File: src/inc/bridge_params.svh
// Constants of the bridge core: command codes, offsets, field positions
// Function
// - Decode address-phase command lines as standard codes
// - Never claim interrupt ack, special or reserved
// - Originate special cycle from type 1 request
// - Assert DEVSEL two clocks after address phase
// - Forward write-and-invalidate as write without full line
// - Merge consecutive memory writes into one burst
// - Merge only at next sequential doubleword address
// - Merging on after reset, diagnostic bit 0 disables
// - Fast strap sets both status capable bits
// - Support 66/66, 66/33, 33/33 speed pairings only
// - Strap high, primary slow: pull secondary enable low
// - Divide clock by two for 66/33 operation
// - Sample both fast enables to pick divide
// - Drive ten secondary clock outputs
// - Configuration header reachable from primary only
// - Arbiter serves nine masters with request/grant pairs
// - Two rotating tiers, bridge in high tier
// - Internal arbiter may be bypassed for external
// - Delayed and posted buffer sizes per direction; the core has one two-entry buffer shared by both directions
// - Both interfaces 32 bits, up to 66 MHz
// - Secondary fast enable is open drain only
`ifndef BRIDGE_PARAMS_SVH
`define BRIDGE_PARAMS_SVH
// Command codes on the command/byte-enable lines
`define CMD_INT_ACK 4'h0
`define CMD_SPECIAL 4'h1
`define CMD_MEM_RD 4'h6
`define CMD_MEM_WR 4'h7
`define CMD_CFG_RD 4'ha
`define CMD_CFG_WR 4'hb
`define CMD_MEM_WRI 4'hf
// Configuration offsets
`define OFS_DIAG 8'hf0
`define OFS_PRI_STATUS 8'h04
`define OFS_SEC_STATUS 8'h1c
`define DIAG_RESET 8'h00
`define DIAG_MERGE_OFF 0
`define STATUS_CAP66 21
// Type 1 special cycle request fields
`define SPEC_DEV 5'h1f
`define SPEC_FUNC 3'h7
`define FUNC_ZERO 3'h0
`define TYPE0 2'b00
`define TYPE1 2'b01
// Arbiter and clock counts
`define NUM_MASTERS 9
`define NUM_AGENTS 10
`define BRIDGE_AGENT 4'h9
`define NUM_SCLK 10
`define DW_STEP 32'h0000_0004
// Buffer sizes in doublewords, per direction
`define DLY_RSP_DW 32
`define DLY_RSP_COUNT 3
`define BOOT_CONFIGURATION_SOFTWARE_DW 64
`endif

File: src/inc/bridge_pkg.sv
// Types shared by the bridge core and its forwarding buffer
package bridge_pkg;
    // One address phase with its first data word
    typedef struct packed {
        logic dir;         // 1 = from secondary side
        logic [3:0] cmd;   // Command code
        logic [31:0] addr; // Address phase value
        logic [31:0] data; // Data or special-cycle message
        logic idsel;       // Configuration select
        logic line_ok;     // Full cache line guaranteed
    } req_t;
    // One word queued for the far side
    typedef struct packed {
        logic dir;         // 1 = toward primary
        logic [3:0] cmd;   // Command to issue
        logic [31:0] addr; // Address
        logic [31:0] data; // Data
        logic cont;        // Continues the previous burst
    } fwd_t;
    // Arbiter states
    typedef enum logic [1:0] {
        ARB_PARK = 2'b01,
        ARB_BUSY = 2'b10
    } arb_state_t;
endpackage

File: src/hw/pci_bridge_core.sv
// Bridge core: decode, claim, write merging, speed setup, secondary arbiter
`timescale 1ns/1ps
`include "bridge_params.svh"
module pci_bridge_core (
    input wire logic ref_clk,
    input wire logic nrst,
    input wire logic req_valid,
    output logic req_ready,
    input wire bridge_pkg::req_t req,
    output logic devsel_n,
    output logic cfg_rvalid,
    output logic [31:0] cfg_rdata,
    output logic fwd_valid,
    input wire logic fwd_ready,
    output bridge_pkg::fwd_t fwd,
    input wire logic fast_capable_strap,
    input wire logic primary_fast_enable,
    input wire logic secondary_fast_enable_in,
    output logic secondary_fast_enable_out,
    output logic secondary_fast_enable_oe,
    output logic [`NUM_SCLK-1:0] secondary_clock_out,
    input wire logic [`NUM_MASTERS-1:0] master_req_n,
    output logic [`NUM_MASTERS-1:0] master_gnt_n,
    input wire logic [`NUM_MASTERS-1:0] high_tier_mask,
    input wire logic bridge_req,
    output logic bridge_gnt,
    input wire logic ext_arb_enable,
    output logic ext_req_n,
    input wire logic ext_gnt_n
);
    // Reset release chain
    logic rst_meta; // First stage, read only by rst_sync
    logic rst_sync; // Active-low reset used by the design

    always_ff @(posedge ref_clk or negedge nrst) begin
        if (!nrst) begin
            rst_meta <= 1'b0;
            rst_sync <= 1'b0;
        end else begin
            rst_meta <= 1'b1;
            rst_sync <= rst_meta;
        end
    end

    // Pin synchroniser: strap, two enables, nine requests, external grant
    // No reset, so the divider choice sees live pins while reset holds
    logic [12:0] pin_meta; // First stage
    logic [12:0] pin_sync; // Second stage, safe to read

    always_ff @(posedge ref_clk) begin
        pin_meta <= {ext_gnt_n, master_req_n, secondary_fast_enable_in,
                     primary_fast_enable, fast_capable_strap};
        pin_sync <= pin_meta;
    end

    logic strap_s; // Fast strap
    logic pfe_s;   // Primary fast enable
    logic sfe_s;   // Secondary fast enable as seen on the wire
    logic [`NUM_MASTERS-1:0] mreq_n_s; // Master requests
    logic egnt_n_s; // External grant
    assign strap_s = pin_sync[0];
    assign pfe_s = pin_sync[1];
    assign sfe_s = pin_sync[2];
    assign mreq_n_s = pin_sync[11:3];
    assign egnt_n_s = pin_sync[12];

    // Commands the bridge may claim as target
    function automatic logic cmd_claimable(input logic [3:0] c);
        unique case (c)
            4'h0, 4'h1, 4'h4, 4'h5, 4'h8, 4'h9: cmd_claimable = 1'b0;
            default: cmd_claimable = 1'b1;
        endcase
    endfunction

    // Round-robin pick of the first requester after the last winner
    function automatic logic [3:0] rr_pick(input logic [9:0] r, input logic [3:0] last);
        logic [3:0] idx;
        logic found;
        idx = last;
        found = 1'b0;
        rr_pick = last;
        for (int i = 0; i < `NUM_AGENTS; i++) begin
            idx = (idx == `BRIDGE_AGENT) ? 4'h0 : idx + 4'h1;
            if (!found && r[idx]) begin
                rr_pick = idx;
                found = 1'b1;
            end
        end
    endfunction

    // Address phase decode
    logic [7:0] diag;      // Diagnostic control register
    logic merge_open;      // A burst is open for merging
    logic merge_dir;       // Direction of the open burst
    logic [31:0] merge_next; // Address that would continue it
    logic take;            // Address phase accepted this cycle
    logic is_cfg;          // Configuration read or write
    logic self_cfg;        // Access to the bridge's own header
    logic fwd_cfg;         // Type 1 access to pass on
    logic spec_req;        // Type 1 special cycle request
    logic claim;           // Bridge claims the cycle
    logic is_wr;           // Memory write or write-and-invalidate
    logic merge_on;        // Merging enabled
    logic cont;            // Word continues the open burst
    logic buf_in_valid;    // Word enters the buffer
    bridge_pkg::fwd_t buf_in; // Word for the buffer

    assign take = req_valid && req_ready;
    assign merge_on = !diag[`DIAG_MERGE_OFF];
    assign is_cfg = (req.cmd == `CMD_CFG_RD) || (req.cmd == `CMD_CFG_WR);
    // Own header only from the primary side, type 0, function 0
    assign self_cfg = is_cfg && !req.dir && req.idsel &&
                      (req.addr[1:0] == `TYPE0) && (req.addr[10:8] == `FUNC_ZERO);
    assign fwd_cfg = is_cfg && (req.addr[1:0] == `TYPE1);
    assign spec_req = fwd_cfg && (req.cmd == `CMD_CFG_WR) &&
                      (req.addr[15:11] == `SPEC_DEV) && (req.addr[10:8] == `SPEC_FUNC);
    assign claim = cmd_claimable(req.cmd) && (!is_cfg || self_cfg || fwd_cfg);
    assign is_wr = (req.cmd == `CMD_MEM_WR) || (req.cmd == `CMD_MEM_WRI);
    // Continue only at the doubleword after the last one, same direction
    assign cont = is_wr && merge_on && merge_open && (merge_dir == req.dir) &&
                  (req.addr == merge_next);
    assign buf_in_valid = take && claim && !self_cfg;

    // Build the forwarded word
    always_comb begin
        buf_in.dir = req.dir;
        buf_in.addr = req.addr;
        buf_in.data = req.data;
        buf_in.cont = cont;
        buf_in.cmd = req.cmd;
        if (spec_req) begin
            // Message goes out as a special cycle
            buf_in.cmd = `CMD_SPECIAL;
        end else if (req.cmd == `CMD_MEM_WRI && (!req.line_ok || cont)) begin
            // Whole line not guaranteed, or word continues a burst: plain write
            buf_in.cmd = `CMD_MEM_WR;
        end
    end

    // Forwarding buffer between decode and the far side
    fwd_skid_buffer u_buf (
        .clk(ref_clk),
        .rst_n(rst_sync),
        .in_valid(buf_in_valid),
        .in_ready(req_ready),
        .in_data(buf_in),
        .out_valid(fwd_valid),
        .out_ready(fwd_ready),
        .out_data(fwd)
    );

    // Merge tracking
    always_ff @(posedge ref_clk or negedge rst_sync) begin
        if (!rst_sync) begin
            merge_open <= 1'b0;
            merge_dir <= 1'b0;
            merge_next <= 32'h0000_0000;
        end else if (!merge_on) begin
            merge_open <= 1'b0;
        end else if (buf_in_valid) begin
            // Writes open or extend a burst, anything else closes it
            merge_open <= is_wr;
            merge_dir <= req.dir;
            merge_next <= req.addr + `DW_STEP;
        end
    end

    // Medium decode: DEVSEL two clocks after the address phase
    logic claim_d1; // Claim seen one clock ago

    always_ff @(posedge ref_clk or negedge rst_sync) begin
        if (!rst_sync) begin
            claim_d1 <= 1'b0;
            devsel_n <= 1'b1;
        end else begin
            claim_d1 <= take && claim;
            devsel_n <= !claim_d1;
        end
    end

    // Own configuration header: diagnostic and status reads
    always_ff @(posedge ref_clk or negedge rst_sync) begin
        if (!rst_sync) begin
            diag <= `DIAG_RESET;
            cfg_rvalid <= 1'b0;
            cfg_rdata <= 32'h0000_0000;
        end else begin
            cfg_rvalid <= take && self_cfg && (req.cmd == `CMD_CFG_RD);
            if (take && self_cfg && req.cmd == `CMD_CFG_WR &&
                {req.addr[7:2], 2'b00} == `OFS_DIAG) begin
                diag <= req.data[7:0];
            end
            if (take && self_cfg) begin
                cfg_rdata <= 32'h0000_0000;
                unique case ({req.addr[7:2], 2'b00})
                    `OFS_DIAG: cfg_rdata[7:0] <= diag;
                    `OFS_PRI_STATUS, `OFS_SEC_STATUS: cfg_rdata[`STATUS_CAP66] <= strap_s;
                    default: cfg_rdata <= 32'h0000_0000;
                endcase
            end
        end
    end

    // Speed setup: pull secondary enable low, pick the divider
    logic div_mode; // 66 primary with 33 secondary

    always_ff @(posedge ref_clk or negedge rst_sync) begin
        if (!rst_sync) begin
            secondary_fast_enable_out <= 1'b0;
            secondary_fast_enable_oe <= 1'b0;
        end else begin
            secondary_fast_enable_out <= 1'b0;
            // Slow primary forces a slow secondary
            secondary_fast_enable_oe <= strap_s && !pfe_s;
        end
    end

    // Divider choice is sampled only while reset holds
    always_ff @(posedge ref_clk or negedge nrst) begin
        if (!nrst) begin
            div_mode <= 1'b0;
        end else if (!rst_sync) begin
            div_mode <= strap_s && pfe_s && !sfe_s;
        end
    end

    // Secondary clocks: toggle each edge, or every second edge when divided
    logic sclk_phase; // Half-rate phase for the divided case

    always_ff @(posedge ref_clk or negedge rst_sync) begin
        if (!rst_sync) begin
            sclk_phase <= 1'b0;
            secondary_clock_out <= '0;
        end else begin
            sclk_phase <= !sclk_phase;
            if (!div_mode || sclk_phase) begin
                secondary_clock_out <= ~secondary_clock_out;
            end
        end
    end

    // Secondary arbiter: two rotating tiers, bridge always high
    bridge_pkg::arb_state_t arb_state; // Park or busy
    logic [3:0] last_hi; // Last high-tier winner
    logic [3:0] last_lo; // Last low-tier winner
    logic [3:0] owner;   // Current owner
    logic [9:0] areq;    // All requests, bridge on top
    logic [9:0] hreq;    // High-tier requests
    logic [9:0] lreq;    // Low-tier requests

    assign areq = {bridge_req, ~mreq_n_s};
    assign hreq = areq & {1'b1, high_tier_mask};
    assign lreq = areq & ~{1'b1, high_tier_mask};

    always_ff @(posedge ref_clk or negedge rst_sync) begin
        if (!rst_sync) begin
            arb_state <= bridge_pkg::ARB_PARK;
            master_gnt_n <= '1;
            bridge_gnt <= 1'b0;
            last_hi <= `BRIDGE_AGENT;
            last_lo <= `BRIDGE_AGENT;
            owner <= 4'h0;
            ext_req_n <= 1'b1;
        end else if (ext_arb_enable) begin
            // Bypassed: follow the external arbiter
            arb_state <= bridge_pkg::ARB_PARK;
            master_gnt_n <= '1;
            ext_req_n <= !bridge_req;
            bridge_gnt <= !egnt_n_s;
        end else begin
            ext_req_n <= 1'b1;
            unique case (arb_state)
                bridge_pkg::ARB_PARK: begin
                    // Drop a grant left over from the bypassed mode
                    bridge_gnt <= 1'b0;
                    if (hreq != 10'h000) begin
                        // High tier first
                        owner <= rr_pick(hreq, last_hi);
                        last_hi <= rr_pick(hreq, last_hi);
                        bridge_gnt <= rr_pick(hreq, last_hi) == `BRIDGE_AGENT;
                        for (int i = 0; i < `NUM_MASTERS; i++) begin
                            master_gnt_n[i] <= rr_pick(hreq, last_hi) != 4'(i);
                        end
                        arb_state <= bridge_pkg::ARB_BUSY;
                    end else if (lreq != 10'h000) begin
                        // Low tier when high tier idle
                        owner <= rr_pick(lreq, last_lo);
                        last_lo <= rr_pick(lreq, last_lo);
                        for (int i = 0; i < `NUM_MASTERS; i++) begin
                            master_gnt_n[i] <= rr_pick(lreq, last_lo) != 4'(i);
                        end
                        arb_state <= bridge_pkg::ARB_BUSY;
                    end
                end
                bridge_pkg::ARB_BUSY: begin
                    // Release once the owner drops its request
                    if (!areq[owner]) begin
                        master_gnt_n <= '1;
                        bridge_gnt <= 1'b0;
                        arb_state <= bridge_pkg::ARB_PARK;
                    end
                end
                default: begin
                    master_gnt_n <= '1;
                    bridge_gnt <= 1'b0;
                    arb_state <= bridge_pkg::ARB_PARK;
                end
            endcase
        end
    end
endmodule

File: src/hw/fwd_skid_buffer.sv
// Two-entry buffer with valid and ready on both sides
`timescale 1ns/1ps
module fwd_skid_buffer (
    input wire logic clk,
    input wire logic rst_n,
    input wire logic in_valid,
    output logic in_ready,
    input wire bridge_pkg::fwd_t in_data,
    output logic out_valid,
    input wire logic out_ready,
    output bridge_pkg::fwd_t out_data
);
    bridge_pkg::fwd_t skid; // Second entry, filled on stall
    logic skid_valid;       // Second entry occupied

    // Ready only while the second entry is free
    assign in_ready = ~skid_valid;

    // Head entry and overflow entry
    always_ff @(posedge clk or negedge rst_n) begin
        if (!rst_n) begin
            out_valid <= 1'b0;
            out_data <= '0;
            skid_valid <= 1'b0;
            skid <= '0;
        end else if (out_ready || !out_valid) begin
            // Head drains or is empty
            if (skid_valid) begin
                out_data <= skid;
                out_valid <= 1'b1;
                skid_valid <= 1'b0;
            end else begin
                out_valid <= in_valid;
                if (in_valid) begin
                    out_data <= in_data;
                end
            end
        end else if (in_valid && !skid_valid) begin
            // Head stalled: park the word
            skid <= in_data;
            skid_valid <= 1'b1;
        end
    end
endmodule

File: config.mk
export PLATFORM = sky130hd
export DESIGN_NAME = pci_bridge_core
export DESIGN_NICKNAME = d
export VERILOG_FILES = /design/src/inc/bridge_pkg.sv /design/src/hw/pci_bridge_core.sv /design/src/hw/fwd_skid_buffer.sv
export VERILOG_INCLUDE_DIRS = /design/src /design/src/inc
export SDC_FILE = /design/constraint.sdc
export NUM_CORES = 1
export LEC_CHECK = 0
export ABC_AREA = 0
export CAP_MARGIN = 20
export CORE_ASPECT_RATIO = 0.5
export CORE_MARGIN = 2
export CORE_UTILIZATION = 30
export DETAILED_ROUTE_END_ITERATION = 8
export DONT_BUFFER_PORTS = 1
export PLACE_DENSITY_LB_ADDON = 0.2
export SYNTH_ARGS = -nofsm -noshare
export SYNTH_HDL_FRONTEND = slang
export SYNTH_SLANG_ARGS = --single-unit
File: constraint.sdc
create_clock -name ref_clk -period 8.6 [get_ports ref_clk]
set_input_delay 0.86 -clock ref_clk [delete_from_list [all_inputs] [get_ports ref_clk]]
set_output_delay 0.86 -clock ref_clk [all_outputs]
set_load 0.005 [all_outputs]
# Word-level counts from Yosys, hierarchy flattened
# Cells that the tools add are included.
# classes
add_sub_neg,21
multipliers,0
n_div,0
magnitude_cmp,21
n_eq_ne,58
shifts,0
n_mux,198
bitwise_logic,10
reduce_logical,102
# ops
cell,n
$mux W4,50
$mux W70,2
$mux W1,113
$lt A4 B5 Y1 const B,21
$eq A4 B4 Y1 const B,26
$bmux W1 S4,21
$add A4 B1 Y4 const B,20
$logic_and A1 B1 Y1,43
$mux W9,4
$add A32 B3 Y32 const B,1
$eq A32 B32 Y1,1
$logic_not A1 Y1,32
$ne A4 B3 Y1 const B,8
$and A10 B10 Y10,2
$not A10 Y10,2
$reduce_bool A10 Y1,2
$pmux W9 S2,1
$ne A4 B2 Y1 const B,4
$eq A4 B3 Y1 const B,3
$ne A4 B4 Y1 const B,3
$not A9 Y9,1
$mux W2,4
$mux W8,1
$ne A4 B1 Y1 const B,2
24 further kinds,43
# word_totals
register_bits,262
latchBits,0
mem_bits_rw,0
mem_bits_ro,0
in_bits,99
word_cells,445
memories,0

# Logic depth before layout (Yosys ltp)
# depth
word_depth,77
depth_mapped,39

# Hierarchy
# Synthesis repeated with hierarchy kept, for this count alone.
# unflattened
cells_unflattened,1763
area_unflattened_um2,17262.8
# by_module_without_submodules
module,instances,cells_each,area_each_um2,seq_area_each_um2
pci_bridge_core,1,1381,11083.1,2892.8
fwd_skid_buffer,1,382,6179.7,3553.4

# Least setup slack after synthesis
# OpenSTA, ideal clock, no wires.
# synth_timing
path_type,reg2reg
startpoint,register last_hi[0]
endpoint,register master_gnt_n[8]
setup_ps,83
t_arrival_ps,7906
required_time_ps,8517
setup_slack_ps,610
path_stages_with_launch,31
path_buffers,3
period_less_slack_ps,7990
cell_sequence,dfstp_2 -> clkbuf_1 -> clkbuf_1 -> clkbuf_1 -> nand2_1 -> nor2_1 -> a21oi_1 -> ha_1 -> nor2b_1 -> ha_1 -> nor2_1 -> ha_1 -> nor2_1 -> ha_1 -> a21oi_1 -> ha_1 -> nor2b_1 -> ha_1 -> a31oi_1 -> ha_1 -> a21oi_1 -> ha_1 -> nand2_1 -> a211oi_1 -> a211oi_1 -> a21oi_1 -> o31ai_1 -> mux2_2 -> mux2_2 -> mux2_4 -> o32a_1
# synth_between
elab_chain_len,66
# synth_rtl
item,line_no,rtl
start: declaration,pci_bridge_core.sv:244,logic [3:0] last_hi;
start signal: assignment,pci_bridge_core.sv:260,last_hi <= `BRIDGE_AGENT;
start signal: assignment,pci_bridge_core.sv:279,"last_hi <= rr_pick(hreq, last_hi);"
"parallel branches: the longest is 58 deep, another holds $add A4 B1 Y4",n/a,
$mux W4 *,pci_bridge_core.sv:84,if (!found && r[idx]) begin
$mux W4 *,pci_bridge_core.sv:276,if (hreq != 10'h000) begin
$mux W4 *,pci_bridge_core.sv:272,unique case (arb_state)
$mux W4 *,pci_bridge_core.sv:264,end else if (ext_arb_enable) begin
$ne A4 B4 Y1 *,pci_bridge_core.sv:282,"master_gnt_n[i] <= rr_pick(hreq, last_hi) != 4'(i);"
$mux W9 *,pci_bridge_core.sv:276,
$pmux W9 S2 *,pci_bridge_core.sv:272,
$mux W9 *,pci_bridge_core.sv:264,
end signal: indexed assignment,pci_bridge_core.sv:282,
end signal: indexed assignment,pci_bridge_core.sv:290,"master_gnt_n[i] <= rr_pick(lreq, last_lo) != 4'(i);"
end: declaration,pci_bridge_core.sv:23,"output logic [`NUM_MASTERS-1:0] master_gnt_n,"
# Every way passes the cells marked *. The select of a mux whose other input is x is not followed.
# A chain may end at the register's enable or synchronous reset.

# Worst setup path in the final report
# layout_timing
startpoint,register last_lo[3]
endpoint,register master_gnt_n[7]
# layout_between
elab_chain_len,77
# layout_rtl
item,line_no,rtl
start: declaration,pci_bridge_core.sv:245,logic [3:0] last_lo;
start signal: assignment,pci_bridge_core.sv:261,last_lo <= `BRIDGE_AGENT;
start signal: assignment,pci_bridge_core.sv:288,"last_lo <= rr_pick(lreq, last_lo);"
$add A4 B1 Y4 / $eq A4 B4 Y1 (equally long branches),n/a,
$mux W4,pci_bridge_core.sv:83,idx = (idx == `BRIDGE_AGENT) ? 4'h0 : idx + 4'h1;
$bmux W1 S4,pci_bridge_core.sv:84,
$mux W1 (implied by the code),pci_bridge_core.sv:84,
$mux W1,pci_bridge_core.sv:84,
$mux W1,pci_bridge_core.sv:285,end else if (lreq != 10'h000) begin
$mux W1,pci_bridge_core.sv:276,
$mux W1,pci_bridge_core.sv:272,
[... 61 more ...],n/a,
$mux W4 *,pci_bridge_core.sv:276,
$mux W4 *,pci_bridge_core.sv:272,
$mux W4 *,pci_bridge_core.sv:264,
$ne A4 B3 Y1 *,pci_bridge_core.sv:290,
$mux W9 *,pci_bridge_core.sv:285,
$mux W9 *,pci_bridge_core.sv:276,
$pmux W9 S2 *,pci_bridge_core.sv:272,
$mux W9 *,pci_bridge_core.sv:264,
# Every way passes the cells marked *; elsewhere a longest branch is shown, timed or not. The select of a mux whose other input is x is not followed.

==> summary.md <==
| Metric | Value |
|---|---|
| Final setup fails | `0` |
| Worst Tran Pin Value | `981 ps` |
| # rows | `61` |
| Yosys cell types | `113` |
| Asr flop ratio synth | `90.1%` |
| Worst slew margin | `34.6%` |
| Setup crit start | `last_lo[3]` |
| Crit path max-delay cell type | `dfstp_2` |
| Worst reg-to-reg setup slack | `540 ps` |
| Hold Fails Final Rpt | `0` |
| Worst Setup EP | `master_gnt_n[7]` |
| CTS tree | `built` |
| # nets final | `1941` |
| Layout cell share with drive strength beyond 1 | `15.5%` |
| Wire length per cell | `around 19 µm` |
| Largest area contributor in the netlist | `dfrtp_1` |
| Seq cells post-synth | `262` |
| Setup CP Type | `flop to flop` |
| First-pass GRT wire length | `76.4 mm` |
| Worst-case clock buffer depth | `3` |
| WP data arrival | `8510 ps` |
| Cell with the most instances after synthesis | `dfrtp_1` |
| Root Driver | `clkbuf_16` |
| Initial antenna violation count | `1` |
| Min cycle time layout | `roughly 8100 ps` |
| EDFF count, synth | `0` |
| Die Y | `172 µm` |
| Final Cycle Share | `93.7%` |
| Die Span X | `340 µm` |
| Largest net degree at the start of global routing | `177` |
| Most frequent cells after synthesis | `dfrtp_1 (220), nor2_1 (211), a21oi_1 (164), nand2_1 (124), mux2_2 (98)` |
| Vias in the first global route | `12902` |
| Initial Util | `30.4%` |
| Max stage delay on crit path | `530 ps` |
| Clock sinks | `262` |
| Worst-skew pair later-pin latency | `around 560 ps` |
| I/O Buffers | `0` |
| Final max-slew violation count | `0` |
| Main flop type after synthesis | `dfrtp_1` |
| Crit path required time | `9050 ps` |
| Die area | `roughly 0.06 mm²` |
| DR iter-0 viols | `825` |
| Overall routed net length | `49.2 mm` |
| Worst min-delay path class | `input pin to flop` |
| Total track usage | `16.2%` |
| Io pins | `roughly 230` |
| Max Clk Rate | `~120 MHz` |
| Via count | `between 10000 and 15000` |
| Drt pass-1 iters | `5` |
| Detailed Place HPWL | `approximately 35 mm` |
| Synth Warn # | `0` |
| Status | `completed` |
| FF-to-FF End | `master_gnt_n[7]` |
| Final Skew | `11.0 ps` |
| Area growth syn-to-layout | `11.0%` |
| CP Launch Type | `flop` |
| RSZ-0062 raised after global routing | `yes` |
| Fin util | `between 30% and 40%` |
| Cell area after synthesis | `roughly 0.017 mm²` |
| Syn_area_per_cell | `9.23 µm²` |
| GP Congestion | `0.842` |
| Yosys top cell area share | `32.5%` |
| Worst R2R Path Depth | `33` |
| H-tree levels | `1` |
| Residual DRC | `0` |
| CTS Buf Count | `29` |
| Origin of the critical flop-to-flop path | `last_lo[3]` |
| Post-route ant nets | `0` |
| Crit end category | `flop` |
| Crit path depth | `33` |
| CP top delay family | `compound AO/OA/AOI/OAI gates` |
| Post-Syn Instances | `1834` |
| Worst-path clk slew | `70 ps` |
| Top cell by count, worst path | `ha_1` |
| Register area share after synthesis | `38.1%` |
| MaxCap Viol Count | `0` |
| Area contributors post-synth | `dfrtp_1 (33%), mux2_2 (6.5%), mux2i_1 (5.7%), a21oi_1 (4.8%), nor2_1 (4.7%)` |
| CORE AREA | `0.0556 mm²` |
| CP Max Fanout | `8` |
| Grt total ovfl | `0` |
| CP bufs+invs | `2` |
| DR vias/cell | `around 5.2` |
## per-layer routing
metal  vias up  wire length [µm]  global-route usage [%]
li1       6615                 -                       -
met1      6557             21900                    21.1
met2       299             24300                    28.6
met3        63              1810                    1.98
met4         0              1220                    4.50
met5         -                 0                       0
## layout by cell type, fill, tap and decap left out, types with 25 or more instances in the layout
| cell type | synthesis | layout |
|---|---|---|
| nand4_1 | 28 | 28 |
| nand3_1 | 45 | 45 |
| dfxtp_1 | 26 | 26 |
| ha_1 | 37 | 37 |
| nand2_1 | 124 | 123 |
| xnor2_1 | 51 | 51 |
| clkbuf_16 | 0 | 30 |
| inv_1 | 43 | 43 |
| conb_1 | 2 | 25 |
| o21ai_0 | 49 | 49 |
| buf_4 | 28 | 37 |
| mux2i_1 | 97 | 96 |
| a21oi_1 | 164 | 161 |
| xor2_1 | 32 | 32 |
| nor3_1 | 37 | 37 |
| dfrtp_1 | 220 | 218 |
| nor2_1 | 211 | 209 |
| mux2_2 | 98 | 98 |
## repair_timing
| item | 4_1_cts | 5_1_grt |
|---|---|---|
| endpoints found under the hold margin | 3 | 0 |
| setup buffers | 0 | 3 |
| pin swaps | 0 | 3 |
| cloned | 0 | 0 |
| hold buffers | 1 | 0 |
| gates resized for setup | 2 | 12 |
| endpoints found under the setup margin | 9 | 19 |
## worst register-to-register path, delay by kind of cell (launching register included)
family          cells  cell delay [ps]
fa+ha+maj           4             1270
compound gates     16             3860
simple gates       11             2090
flops               1              530
buf+inv             2              210
## how the worst min path moves through the flow
stage | start | to | slack, ps | cells past startpoint
floorplan | pin_meta[0] | pin_sync[0] | 310 | 0
global placement | pin_meta[7] | pin_sync[7] | 310 | 0
detailed placement | pin_meta[0] | pin_sync[0] | 310 | 0
CTS | primary_fast_enable | pin_meta[1] | 270 | 0
global route | primary_fast_enable | pin_meta[1] | 270 | 0
finish | primary_fast_enable | pin_meta[1] | 310 | 0
## final cells by class
cell class,count,area [µm²]
Antenna cell,1,2.50
Clock buffer,42,846
Clock inverter,12,139
Fill cell,5742,36800
Inverter,44,165
Multi-Input combinational cell,1428,9910
Sequential cell,262,6450
Tap cell,756,946
Timing Repair Buffer,40,335
## through the flow
step           instances  instance area (µm²)  hold slack (ps)  setup WS (ps)  setup TNS [ps]
3_3_place_gp        2525                17700              310           -228           -1060
4_1_cts             2580                18700              271            107               0
5_1_grt             2585                18800              268          -32.6           -93.3
2_1_floorplan       1857                17000              310            610               0
6_report            2585                18800              313            538               0
3_5_place_dp        2525                17700              312           -168            -547
## cells by family after synthesis
logic type | synth area share [%]
buffers and inverters | 4.44
xor gates and xnor gates | 4.71
other | 0.0443
DFF | 38.1
adders and majority gates | 2.73
AOI/OAI and AO/OA | 19.7
and+or+nand+nor | 17.5
muxes | 12.7
## sequential cells by signal, summed over array words and instances (netlist names), 2 cells and up
register / count
last_hi: 4
pin_meta: 13
u_buf.out_data: 70
arb_state: 2
merge_next: 32
cfg_rdata: 9
secondary_clock_out: 10
last_lo: 4
master_gnt_n: 9
owner: 4
diag: 8
pin_sync: 13
u_buf.skid: 70
Power is not shown: default switching activity piles up to over one toggle a cycle in this logic, so the estimate is an artifact.
